--- src/msr_map.svh ---
`ifndef MSR_MAP_SVH
`define MSR_MAP_SVH

// Register indexes; byte address is four times the index
`define MSR_IDX_HOST_VOLT_A 8'hbb
`define MSR_IDX_HOST_VOLT_B 8'hbc
`define MSR_IDX_HOST_FAN 8'hbd
`define MSR_IDX_HOST_DIGITAL 8'hbe
`define MSR_IDX_HOST_GP 8'hbf
`define MSR_IDX_MGMT_VOLT_A 8'hc3
`define MSR_IDX_MGMT_VOLT_B 8'hc4
`define MSR_IDX_MGMT_FAN 8'hc5
`define MSR_IDX_MGMT_DIGITAL 8'hc6
`define MSR_IDX_CONTROL 8'hc8
`define MSR_IDX_SUMMARY 8'hc9

// Position of each status register inside a copy
`define MSR_SLOT_VOLT_A 0
`define MSR_SLOT_VOLT_B 1
`define MSR_SLOT_FAN 2
`define MSR_SLOT_DIGITAL 3
`define MSR_SLOTS 4

// Bits that exist in each register; the rest are reserved and read zero
`define MSR_MASK_VOLT_A 8'hff
`define MSR_MASK_VOLT_B 8'hf8
`define MSR_MASK_FAN 8'hff
`define MSR_MASK_DIGITAL 8'hf8

// Field positions
`define MSR_VB_FIRST_SENSE 3
`define MSR_DIG_FORCE_FULL 3
`define MSR_DIG_TERM_ONE 4
`define MSR_DIG_TERM_TWO 5
`define MSR_DIG_CODE_FAULT 6
`define MSR_DIG_CHASSIS 7
`define MSR_CTRL_SOFT_RESET 0
`define MSR_SUM_HOST_ANY 0
`define MSR_SUM_MGMT_ANY 1
`define MSR_SUM_GP_ANY 2

// Reset values
`define MSR_STATUS_RESET 8'h00
`define MSR_GP_RESET 8'h00

// Address field of the bus
`define MSR_IDX_LSB 2
`define MSR_IDX_MSB 9
`define MSR_ADDR_TOP_LSB 10

// Bus responses
`define MSR_RESP_OKAY 2'b00
`define MSR_RESP_SLVERR 2'b10

`endif

--- src/msr_pkg.sv ---
package msr_pkg;

    typedef logic [7:0] msr_byte_t;

    // Status copy: one byte per status register
    typedef msr_byte_t [3:0] msr_copy_t;

    typedef struct packed {
        msr_copy_t hostStat;
        msr_copy_t mgmtStat;
        msr_byte_t gpLevel;
        msr_byte_t gpDrive;
    } msr_bank_s;

    typedef struct packed {
        logic awHeld;
        logic [31:0] awAddr;
        logic wHeld;
        msr_byte_t wData;
        logic wLane0;
        logic bValid;
        logic [1:0] bResp;
        logic rValid;
        msr_byte_t rData;
        logic [1:0] rResp;
    } msr_axi_s;

endpackage : msr_pkg

--- src/msr_reg_if.sv ---
`timescale 1ns/1ns
interface msr_reg_if;
    logic wrEn;
    logic [31:0] wrAddr;
    logic [7:0] wrData;
    logic wrLane0;
    logic wrOk;
    logic rdEn;
    logic [31:0] rdAddr;
    logic [7:0] rdData;
    logic rdOk;

    modport bus(
        output wrEn, wrAddr, wrData, wrLane0, rdEn, rdAddr,
        input wrOk, rdData, rdOk
    );
    modport regs(
        input wrEn, wrAddr, wrData, wrLane0, rdEn, rdAddr,
        output wrOk, rdData, rdOk
    );
endinterface : msr_reg_if

--- src/msr_axil_slave.sv ---
`timescale 1ns/1ns
`include "msr_map.svh"
module msr_axil_slave #(
    parameter int ADDR_W = 12
) (
    input wire logic clk_sys,
    input wire logic reset,
    input wire logic [ADDR_W-1:0] s_axi_awaddr,
    input wire logic s_axi_awvalid,
    output logic s_axi_awready,
    input wire logic [31:0] s_axi_wdata,
    input wire logic [3:0] s_axi_wstrb,
    input wire logic s_axi_wvalid,
    output logic s_axi_wready,
    output logic [1:0] s_axi_bresp,
    output logic s_axi_bvalid,
    input wire logic s_axi_bready,
    input wire logic [ADDR_W-1:0] s_axi_araddr,
    input wire logic s_axi_arvalid,
    output logic s_axi_arready,
    output logic [31:0] s_axi_rdata,
    output logic [1:0] s_axi_rresp,
    output logic s_axi_rvalid,
    input wire logic s_axi_rready,
    msr_reg_if.bus regs
);
    msr_pkg::msr_axi_s state_reg;
    msr_pkg::msr_axi_s state_next;
    logic awTake;
    logic wTake;
    logic arTake;
    logic haveAw;
    logic haveW;

    assign s_axi_awready = !state_reg.awHeld && !state_reg.bValid;
    assign s_axi_wready = !state_reg.wHeld && !state_reg.bValid;
    assign s_axi_arready = !state_reg.rValid;
    assign s_axi_bvalid = state_reg.bValid;
    assign s_axi_bresp = state_reg.bResp;
    assign s_axi_rvalid = state_reg.rValid;
    assign s_axi_rresp = state_reg.rResp;
    assign s_axi_rdata = {24'h00_0000, state_reg.rData};

    always_comb
    begin
        state_next = state_reg;
        awTake = s_axi_awvalid && s_axi_awready;
        wTake = s_axi_wvalid && s_axi_wready;
        arTake = s_axi_arvalid && s_axi_arready;
        haveAw = state_reg.awHeld || awTake;
        haveW = state_reg.wHeld || wTake;
        // Address and data may arrive in either order; the write fires once both are here
        regs.wrEn = haveAw && haveW;
        regs.wrAddr = state_reg.awHeld ? state_reg.awAddr : 32'(s_axi_awaddr);
        regs.wrData = state_reg.wHeld ? state_reg.wData : s_axi_wdata[7:0];
        regs.wrLane0 = state_reg.wHeld ? state_reg.wLane0 : s_axi_wstrb[0];
        regs.rdEn = arTake;
        regs.rdAddr = 32'(s_axi_araddr);
        if (regs.wrEn)
        begin
            state_next.awHeld = 1'b0;
            state_next.wHeld = 1'b0;
            state_next.bValid = 1'b1;
            state_next.bResp = regs.wrOk ? `MSR_RESP_OKAY : `MSR_RESP_SLVERR;
        end
        else
        begin
            if (awTake)
            begin
                state_next.awHeld = 1'b1;
                state_next.awAddr = 32'(s_axi_awaddr);
            end
            if (wTake)
            begin
                state_next.wHeld = 1'b1;
                state_next.wData = s_axi_wdata[7:0];
                state_next.wLane0 = s_axi_wstrb[0];
            end
        end
        if (state_reg.bValid && s_axi_bready)
        begin
            state_next.bValid = 1'b0;
        end
        if (arTake)
        begin
            state_next.rValid = 1'b1;
            state_next.rData = regs.rdData;
            state_next.rResp = regs.rdOk ? `MSR_RESP_OKAY : `MSR_RESP_SLVERR;
        end
        else if (state_reg.rValid && s_axi_rready)
        begin
            state_next.rValid = 1'b0;
        end
    end

    always_ff @(posedge clk_sys or posedge reset)
    begin
        if (reset)
        begin
            state_reg <= '0;
        end
        else
        begin
            state_reg <= state_next;
        end
    end
endmodule : msr_axil_slave

--- src/msr_status_bank.sv ---
// Functional notes
// Voltage status A: bits 0-7 flag three 12 V rails, 3.3 V, senses 15, 19, 5 V, 23.
// Voltage status B: bits 2:0 reserved; 3-5 senses 24-26; 6 second, 7 first 1.5 V.
// Fan status bit n flags a fault on fan channel n+1, eight channels.
// Digital status: bits 2:0 reserved; bit 3 force-full-speed; bits 4,5 termination senses.
// Digital status bit 6 voltage-code compare fault, bit 7 chassis intrusion.
// General-purpose register shows pins one to eight; readable and writable.
// Management copies of voltage, fan, digital status at own addresses, same layout.
// Status clears to zero at power-on and on software reset; no lock.
// Writes to read-only status and reserved bits ignored; reserved bits read zero.
//
// The AXI4-Lite register port was decided locally.
`timescale 1ns/1ns
`include "msr_map.svh"
module msr_status_bank #(
    parameter int ADDR_W = 12
) (
    input wire logic clk_sys,
    input wire logic reset,
    input wire logic [ADDR_W-1:0] s_axi_awaddr,
    input wire logic s_axi_awvalid,
    output logic s_axi_awready,
    input wire logic [31:0] s_axi_wdata,
    input wire logic [3:0] s_axi_wstrb,
    input wire logic s_axi_wvalid,
    output logic s_axi_wready,
    output logic [1:0] s_axi_bresp,
    output logic s_axi_bvalid,
    input wire logic s_axi_bready,
    input wire logic [ADDR_W-1:0] s_axi_araddr,
    input wire logic s_axi_arvalid,
    output logic s_axi_arready,
    output logic [31:0] s_axi_rdata,
    output logic [1:0] s_axi_rresp,
    output logic s_axi_rvalid,
    input wire logic s_axi_rready,
    input wire logic [7:0] voltTripA,
    input wire logic [4:0] voltTripB,
    input wire logic [7:0] fanFault,
    input wire logic forceFullSpeedInput,
    input wire logic terminationSenseOne,
    input wire logic terminationSenseTwo,
    input wire logic voltageCodeCompareFault,
    input wire logic chassisIntrusion,
    input wire logic [7:0] gpPinLevel,
    output logic [7:0] gpPinDrive
);
    msr_reg_if regs();

    msr_pkg::msr_bank_s bank_reg;
    msr_pkg::msr_bank_s bank_next;
    msr_pkg::msr_copy_t events;
    msr_pkg::msr_copy_t masks;
    msr_pkg::msr_copy_t hostClr;
    msr_pkg::msr_copy_t mgmtClr;
    logic [7:0] wrIdx;
    logic [7:0] rdIdx;
    logic wrInRange;
    logic rdInRange;
    logic softReset;
    logic gpWrite;

    msr_axil_slave #(
        .ADDR_W(ADDR_W)
    ) msr_axil_slave_i (
        .clk_sys(clk_sys),
        .reset(reset),
        .s_axi_awaddr(s_axi_awaddr),
        .s_axi_awvalid(s_axi_awvalid),
        .s_axi_awready(s_axi_awready),
        .s_axi_wdata(s_axi_wdata),
        .s_axi_wstrb(s_axi_wstrb),
        .s_axi_wvalid(s_axi_wvalid),
        .s_axi_wready(s_axi_wready),
        .s_axi_bresp(s_axi_bresp),
        .s_axi_bvalid(s_axi_bvalid),
        .s_axi_bready(s_axi_bready),
        .s_axi_araddr(s_axi_araddr),
        .s_axi_arvalid(s_axi_arvalid),
        .s_axi_arready(s_axi_arready),
        .s_axi_rdata(s_axi_rdata),
        .s_axi_rresp(s_axi_rresp),
        .s_axi_rvalid(s_axi_rvalid),
        .s_axi_rready(s_axi_rready),
        .regs(regs)
    );

    assign gpPinDrive = bank_reg.gpDrive;

    // Map of a slot index back to its register index in each copy
    function automatic logic [7:0] hostIndex(input int slot);
        case (slot)
            `MSR_SLOT_VOLT_A: hostIndex = `MSR_IDX_HOST_VOLT_A;
            `MSR_SLOT_VOLT_B: hostIndex = `MSR_IDX_HOST_VOLT_B;
            `MSR_SLOT_FAN: hostIndex = `MSR_IDX_HOST_FAN;
            default: hostIndex = `MSR_IDX_HOST_DIGITAL;
        endcase
    endfunction : hostIndex

    function automatic logic [7:0] mgmtIndex(input int slot);
        case (slot)
            `MSR_SLOT_VOLT_A: mgmtIndex = `MSR_IDX_MGMT_VOLT_A;
            `MSR_SLOT_VOLT_B: mgmtIndex = `MSR_IDX_MGMT_VOLT_B;
            `MSR_SLOT_FAN: mgmtIndex = `MSR_IDX_MGMT_FAN;
            default: mgmtIndex = `MSR_IDX_MGMT_DIGITAL;
        endcase
    endfunction : mgmtIndex

    // Condition inputs arranged as the status bytes they feed
    always_comb
    begin
        events = '0;
        events[`MSR_SLOT_VOLT_A] = voltTripA;
        events[`MSR_SLOT_VOLT_B][7:`MSR_VB_FIRST_SENSE] = voltTripB;
        events[`MSR_SLOT_FAN] = fanFault;
        events[`MSR_SLOT_DIGITAL][`MSR_DIG_FORCE_FULL] = forceFullSpeedInput;
        events[`MSR_SLOT_DIGITAL][`MSR_DIG_TERM_ONE] = terminationSenseOne;
        events[`MSR_SLOT_DIGITAL][`MSR_DIG_TERM_TWO] = terminationSenseTwo;
        events[`MSR_SLOT_DIGITAL][`MSR_DIG_CODE_FAULT] = voltageCodeCompareFault;
        events[`MSR_SLOT_DIGITAL][`MSR_DIG_CHASSIS] = chassisIntrusion;
        masks[`MSR_SLOT_VOLT_A] = `MSR_MASK_VOLT_A;
        masks[`MSR_SLOT_VOLT_B] = `MSR_MASK_VOLT_B;
        masks[`MSR_SLOT_FAN] = `MSR_MASK_FAN;
        masks[`MSR_SLOT_DIGITAL] = `MSR_MASK_DIGITAL;
    end

    // Address decode
    always_comb
    begin
        wrIdx = regs.wrAddr[`MSR_IDX_MSB:`MSR_IDX_LSB];
        rdIdx = regs.rdAddr[`MSR_IDX_MSB:`MSR_IDX_LSB];
        wrInRange = regs.wrAddr[31:`MSR_ADDR_TOP_LSB] == '0;
        rdInRange = regs.rdAddr[31:`MSR_ADDR_TOP_LSB] == '0;
        softReset = regs.wrEn && wrInRange && regs.wrLane0 && wrIdx == `MSR_IDX_CONTROL
            && regs.wrData[`MSR_CTRL_SOFT_RESET];
        gpWrite = regs.wrEn && wrInRange && regs.wrLane0 && wrIdx == `MSR_IDX_HOST_GP;
    end

    // Mapped indexes answer OKAY; writes to read-only ones are accepted and dropped
    always_comb
    begin
        regs.wrOk = 1'b0;
        if (wrInRange)
        begin
            case (wrIdx)
                `MSR_IDX_HOST_VOLT_A, `MSR_IDX_HOST_VOLT_B, `MSR_IDX_HOST_FAN,
                `MSR_IDX_HOST_DIGITAL, `MSR_IDX_HOST_GP, `MSR_IDX_MGMT_VOLT_A,
                `MSR_IDX_MGMT_VOLT_B, `MSR_IDX_MGMT_FAN, `MSR_IDX_MGMT_DIGITAL,
                `MSR_IDX_CONTROL, `MSR_IDX_SUMMARY: regs.wrOk = 1'b1;
                default: regs.wrOk = 1'b0;
            endcase
        end
    end

    // Read mux; status bytes are shown before the read clears them
    always_comb
    begin
        regs.rdData = 8'h00;
        regs.rdOk = 1'b0;
        if (rdInRange)
        begin
            regs.rdOk = 1'b1;
            case (rdIdx)
                `MSR_IDX_HOST_VOLT_A: regs.rdData = bank_reg.hostStat[`MSR_SLOT_VOLT_A];
                `MSR_IDX_HOST_VOLT_B: regs.rdData = bank_reg.hostStat[`MSR_SLOT_VOLT_B];
                `MSR_IDX_HOST_FAN: regs.rdData = bank_reg.hostStat[`MSR_SLOT_FAN];
                `MSR_IDX_HOST_DIGITAL: regs.rdData = bank_reg.hostStat[`MSR_SLOT_DIGITAL];
                `MSR_IDX_HOST_GP: regs.rdData = bank_reg.gpLevel;
                `MSR_IDX_MGMT_VOLT_A: regs.rdData = bank_reg.mgmtStat[`MSR_SLOT_VOLT_A];
                `MSR_IDX_MGMT_VOLT_B: regs.rdData = bank_reg.mgmtStat[`MSR_SLOT_VOLT_B];
                `MSR_IDX_MGMT_FAN: regs.rdData = bank_reg.mgmtStat[`MSR_SLOT_FAN];
                `MSR_IDX_MGMT_DIGITAL: regs.rdData = bank_reg.mgmtStat[`MSR_SLOT_DIGITAL];
                `MSR_IDX_CONTROL: regs.rdData = 8'h00;
                `MSR_IDX_SUMMARY:
                begin
                    regs.rdData[`MSR_SUM_HOST_ANY] = |bank_reg.hostStat;
                    regs.rdData[`MSR_SUM_MGMT_ANY] = |bank_reg.mgmtStat;
                    regs.rdData[`MSR_SUM_GP_ANY] = |bank_reg.gpLevel;
                end
                default: regs.rdOk = 1'b0;
            endcase
        end
    end

    // Sticky status per copy; a read clears only the copy that was read
    always_comb
    begin
        bank_next = bank_reg;
        hostClr = '0;
        mgmtClr = '0;
        for (int s = 0; s < `MSR_SLOTS; s++)
        begin
            if (regs.rdEn && rdInRange && rdIdx == hostIndex(s))
            begin
                hostClr[s] = 8'hff;
            end
            if (regs.rdEn && rdInRange && rdIdx == mgmtIndex(s))
            begin
                mgmtClr[s] = 8'hff;
            end
            if (softReset)
            begin
                hostClr[s] = 8'hff;
                mgmtClr[s] = 8'hff;
            end
            // Set wins over clear; reserved bits never set
            bank_next.hostStat[s] = ((bank_reg.hostStat[s] & ~hostClr[s]) | events[s])
                & masks[s];
            bank_next.mgmtStat[s] = ((bank_reg.mgmtStat[s] & ~mgmtClr[s]) | events[s])
                & masks[s];
        end
        bank_next.gpLevel = gpPinLevel;
        if (gpWrite)
        begin
            bank_next.gpDrive = regs.wrData;
        end
    end

    always_ff @(posedge clk_sys or posedge reset)
    begin
        if (reset)
        begin
            bank_reg.hostStat <= {`MSR_SLOTS{`MSR_STATUS_RESET}};
            bank_reg.mgmtStat <= {`MSR_SLOTS{`MSR_STATUS_RESET}};
            bank_reg.gpLevel <= `MSR_GP_RESET;
            bank_reg.gpDrive <= `MSR_GP_RESET;
        end
        else
        begin
            bank_reg <= bank_next;
        end
    end
endmodule : msr_status_bank

--- config.mk ---
export PLATFORM = sky130hd
export DESIGN_NAME = msr_status_bank
export DESIGN_NICKNAME = d
export VERILOG_FILES = /design/src/msr_pkg.sv /design/src/msr_reg_if.sv /design/src/msr_axil_slave.sv /design/src/msr_status_bank.sv
export VERILOG_INCLUDE_DIRS = /design/src
export SDC_FILE = /design/constraint.sdc
export NUM_CORES = 1
export LEC_CHECK = 0
export BUFFER_PORTS_ARGS = -buffer_cell sky130_fd_sc_hd__clkbuf_2
export CORE_AREA = 2 2 134 136
export DETAILED_ROUTE_END_ITERATION = 6
export DIE_AREA = 0 0 136 138
export PLACE_DENSITY = 0.57
export SYNTH_ARGS = -nofsm -noshare
export SYNTH_HDL_FRONTEND = slang
export SYNTH_SLANG_ARGS = --single-unit
--- constraint.sdc ---
create_clock -name clk_sys -period 4.87 [get_ports clk_sys]
set_input_delay 0 -clock clk_sys [delete_from_list [all_inputs] [get_ports clk_sys]]
set_output_delay 0 -clock clk_sys [all_outputs]
set_load 0.03 [all_outputs]
# Word level (Yosys, flattened, before mapping)
# Cells that the tools add are included.
# Widths: inputs -> output; s select.
[op_classes]
bitwise = 25
n_mul = 0
n_mux = 36
add_sub_neg = 0
shift = 0
order_cmp = 0
n_reduce_logical = 41
n_div = 0
n_eq_ne = 22
[ops]
columns = ["op", "n"]
rows = [
  ["$eq 8x8->1 const B", 22],
  ["$mux 8", 18],
  ["$and 8x8->8", 8],
  ["$not 8->8", 8],
  ["$or 8x8->8", 8],
  ["$reduce_or 26->1", 2],
  ["$pmux 5 s9", 1],
  ["$logic_not 22->1", 2],
  ["$mux 33", 1],
  ["$logic_and 1x1->1", 22],
  ["$reduce_or 11->1", 2],
  ["$pmux 3 s6", 1],
  ["$mux 12", 1],
  ["$mux 1", 10],
  ["$mux 10", 1],
  ["$reduce_bool 2->1", 4],
  ["$reduce_or 8->1", 1],
  ["$logic_not 1->1", 4],
  ["$mux 2", 2],
  ["$reduce_and 2->1", 2],
  ["$mux 3", 1],
  ["$logic_or 1x1->1", 2],
  ["$not 1->1", 1],
]
[totals]
input_bits = 101
ramBits = 0
latch_bits = 0
n_memories = 0
register_bits = 105
mem_bits_ro = 0

# Depth between registers and ports, before layout
[logic_depth]
word_depth = 13
ltp_mapped = 7
ltp_nobuf = 5

# Cells and area by module
# Synthesis repeated with hierarchy kept, for this count alone.
[unflattened]
cells_unflattened = 495
area_unflattened_um2 = 5669.2
[by_module_without_submodules]
columns = ["mod", "n_inst", "area_each_um2", "cells_per_inst"]
rows = [
  ["msr_status_bank", 1, 3349.5, 294],
  ["msr_axil_slave", 1, 2319.7, 201],
]

# Worst setup path before layout
# No wires, ideal clock.
[synth_path]
path_kind = "reg2reg"
startpoint = "register msr_axil_slave_i.state_reg[23] (netlist bit)"
endpoint = "register msr_axil_slave_i.state_reg[14] (netlist bit)"
path_stages_with_launch = 5
slack_ns = 2.963
arrival_time_ns = 1.779
cell_sequence = "dfrtp_1 -> clkbuf_1 -> nor2_1 -> nand3_2 -> mux2_1"
[synth_between]
elab_chain_len = 7
[synth_rtl]
columns = ["element", "line_no", "rtl"]
rows = [
  ["from (decl)", "msr_axil_slave.sv:27", "msr_pkg::msr_axi_s state_reg;"],
  ["from (signal assigned)", "msr_axil_slave.sv:104", "state_reg <= state_next;"],
  ["$logic_not 1->1 (*)", "msr_axil_slave.sv:36", "assign s_axi_wready = !state_reg.wHeld && !state_reg.bValid;"],
  ["$logic_and 1x1->1 (*)", "msr_axil_slave.sv:36", ""],
  ["via s_axi_wready", "msr_status_bank.sv:26", "output logic s_axi_wready,"],
  ["$logic_and 1x1->1 (*)", "msr_axil_slave.sv:48", "wTake = s_axi_wvalid && s_axi_wready;"],
  ["$logic_or 1x1->1", "msr_axil_slave.sv:51", "haveW = state_reg.wHeld || wTake;"],
  ["$logic_and 1x1->1", "msr_axil_slave.sv:53", "regs.wrEn = haveAw && haveW;"],
  ["$not 1->1 (no line)", "n/a", ""],
  ["$reduce_and 2->1 (no line) (*)", "n/a", ""],
]
# The timed path passes the listed nets; every way through them passes the cells marked *.
# A chain may end at the register's enable or synchronous reset.

==> flow_summary.yaml <==
status:
  status: "finished, final reports clean"
power_and_ir_drop:
  p_int_w: 0.00151
  pwr-share-seq: 0.475
  peakVddDrop_mv: 0.270
  combPwrFrac: 0.209
  p_leak_nw: 2.60
  p_switching_w: 0.000671
  pwr-share-clk: 0.316
  cellPowerDensity_nw_per_um2: 340
  swShare: 0.308
global_route:
  grt_max_degree: 73
  grt.met3_usage: 0.0381
  top_usage_layer: "met2"
  grtUsageTotal: 0.145
  antenna_found_initial: 0
  grt-ovfl-total: 0
  met1_usage: 0.190
  grt_pass1_vias: 4112
  grt_util_met2: 0.239
  grt_pass1_wl_um: 21600
timing:
  fin_crit_ps: 2550
  hold_viol: 0
  worst_pin_slew_ps: 1150
  fin_crit_sh: 0.523
  fin_worst_skew_ps: 9.79
  final.setup.tns_ps: 0
  slew_viol_final: 0
  rsz0062_at_grt: "false"
  setup_violations: 0
  relSlewSlack: 0.231
  fmax_ghz: 0.393
place:
  dpl.hpwl_um: 9920
  io_buffers: 92
  place_congestion: 0.861
  dpl_cell_area_um2: 5550
die:
  die_x_um: 136
  start_util: 0.293
  rows: 49
  num_io_pins: 150
  die-area_um2: 18800
  core_area_um2: 17500
  fp.dieH_um: 138
routing:
  drt-total-wl_um: 13300
  first_iter_violations: 276
  drtAntennaViolNets: 0
  dr.pass1.iters: 4
  via_per_inst: 5.09
  wire_per_inst_um: 16.7
  dr_total_vias: 4050
  drc_errors: 0
clock_network:
  clk_pin_slew_ps: 70
  clock-sinks: 101
  tritoncts: "built"
  cts-resized-gates: 0
  clk_path_buf_depth: 2
  htreeDepth: 3
  root_buffer: "clkbuf_16"
  cts_buffers: 9
  insertion_delay_ps: 350
worst_hold_path:
  min_path_type: "in2reg"
  hold-path-cell-count: 3
  hold_end: "msr_axil_slave_i.state_reg[56]"
  hp-start: "s_axi_awvalid"
synthesis:
  synth-main-ff-cell: "dfrtp_1"
  async_reset_ff_frac: 1.00
  synth_seq_cells: 101
  syn_area_um2: 5140
  synthDistinctLibCells: 54
  syn_avg_cell_area_um2: 11.7
  synth_warnings: 0
  synthCells: 438
  synth_edf_count: 0
  ys_seq_area_frac: 0.492
setup_path:
  arrival_ps: 2780
  crit_fanout: 52
  slowest_delay_ps: 650
  end_kind: "flop"
  cp-start-kind: "flop"
  r2r_cells: 5
  reg2reg_from: "msr_axil_slave_i.state_reg[56]"
  cp_data_required_time_ps: 5100
  cp_slowest_cell: "nand4_4"
  critPathKind: "reg2reg"
  crit_chain: "nor3_1 -> nand3_1 -> o22ai_1 -> nand4_4 -> a31o_1"
  rr_endpoint: "bank_reg[54]"
  r2r_slack_ps: 2320
layout:
  area_growth_pct: 24.6
  fin_area_um2: 6410
  drive_gt1_frac: 0.235
  nets: 663
  largest_reg_flops: 60
  antenna_cells: 0
run:
  max_cap_viol_count: 0
-- cell usage after synthesis, types with 2 or more instances --
library cell	instances	area (µm²)
buf_2	7	35.0
clkbuf_1	5	18.8
nor2_1	13	48.8
a22o_1	12	105
nand3_1	16	80.1
o22ai_1	2	12.5
or4_1	2	15.0
nor3_1	6	30.0
mux2_2	8	90.1
and4b_1	2	20.0
dfrtp_1	101	2530
nand3_2	2	20.0
a21oi_1	9	45.0
nor3_4	2	32.5
o21ai_1	5	25.0
nand2_1	16	60.1
buf_4	45	338
mux2_1	30	338
and3b_1	2	17.5
nor2b_1	10	62.6
a22oi_1	8	60.1
nor4b_1	4	35.0
o221ai_1	2	17.5
a221oi_1	3	26.3
a31o_1	52	455
inv_1	4	15.0
a221o_1	2	20.0
buf_6	6	67.6
nor4_1	12	75.1
mux2i_1	12	120
and3_1	4	25.0
o2bb2ai_1	5	43.8
o21ai_0	5	25.0
nand4_1	4	25.0
-- cells in the final DEF, fill, tap and decap left out, types with 12 or more instances in the layout --
cell type | netlist | layout
dfrtp_1 | 101 | 101
clkbuf_2 | 0 | 92
dlygate4sd3_1 | 0 | 57
a31o_1 | 52 | 52
mux2_1 | 30 | 30
conb_1 | 1 | 26
nand3_1 | 16 | 16
nand2_1 | 16 | 16
nor2_1 | 13 | 13
mux2i_1 | 12 | 12
a22o_1 | 12 | 12
nor4_1 | 12 | 12
-- timing repair --
item / in CTS / in global routing
hold buffers: 57 / 0
endpoints found under the hold margin: 114 / 0
setup buffers: 0 / 0
-- metal layers --
metal  wire [µm]  part of all wire  up-vias
met4         166             0.012        0
met2        6440              0.48      170
li1            -                 -     1860
met1        5890              0.44     2004
met3         817             0.061       16
met5           0                 0        -
-- worst max-delay path, delay by kind of cell, from the launching register on --
kind	cells	cell delay (ps)
AND/OR/NAND/NOR	3	1030
AO/OA/AOI/OAI	2	790
flip-flops	1	590
-- how the worst max path moves through the flow --
| stage | from | endpoint | cells past startpoint |
|---|---|---|---|
| 5_1_grt | msr_axil_slave_i.state_reg[56] | bank_reg[55] | 5 |
| 3_3_place_gp | msr_axil_slave_i.state_reg[56] | bank_reg[53] | 5 |
| 3_5_place_dp | msr_axil_slave_i.state_reg[56] | bank_reg[48] | 5 |
| 6_report | msr_axil_slave_i.state_reg[56] | bank_reg[54] | 5 |
| 4_1_cts | msr_axil_slave_i.state_reg[56] | bank_reg[54] | 5 |
| 2_1_floorplan | reset | bank_reg[10] | 1 |
-- stage by stage --
step,cells,util,power [W],setup WS [ps],hold WS [ps]
after global placement,723,0.317,0.00145,2400,-0.455
after detailed placement,723,0.317,0.00147,2360,10.5
after CTS,796,0.365,0.00221,2330,90.6
final,796,0.365,0.00218,2320,99.7
after global routing,796,0.365,0.00230,2100,96.5
after floorplan,463,-,0.00137,2220,31.4
-- cells by family (layout without fill, tap and decap cells) --
| family | after synthesis | in the layout | synth area share |
|---|---|---|---|
| and+or+nand+nor | 105 | 105 | 0.127 |
| DFF | 101 | 101 | 0.492 |
| other | 1 | 26 | 0.000729 |
| buffers and inverters | 67 | 171 | 0.0922 |
| muxes | 51 | 51 | 0.111 |
| AOI/OAI and AO/OA | 112 | 112 | 0.176 |
| xor gates and xnor gates | 1 | 1 | 0.00170 |
-- area by class of cell --
cell class | count | area, µm²
flip-flops and latches | 101 | 2530
repair buffers | 151 | 1050
inverters | 4 | 17.5
well taps | 229 | 287
clock buffers | 9 | 225
clock inverters | 7 | 57.6
fillers | 1771 | 11100
multi-input cells | 295 | 2250
-- power groups by stage --
stage                     logic (W)  clock network, W  registers (W)
final                      0.000454          0.000688        0.00103
after floorplan            0.000353                 0        0.00102
after detailed placement   0.000422                 0        0.00105
after global routing       0.000498          0.000749        0.00105
after global placement     0.000409                 0        0.00104
after CTS                  0.000459          0.000711        0.00104
Power figures use the tool's default switching activity.
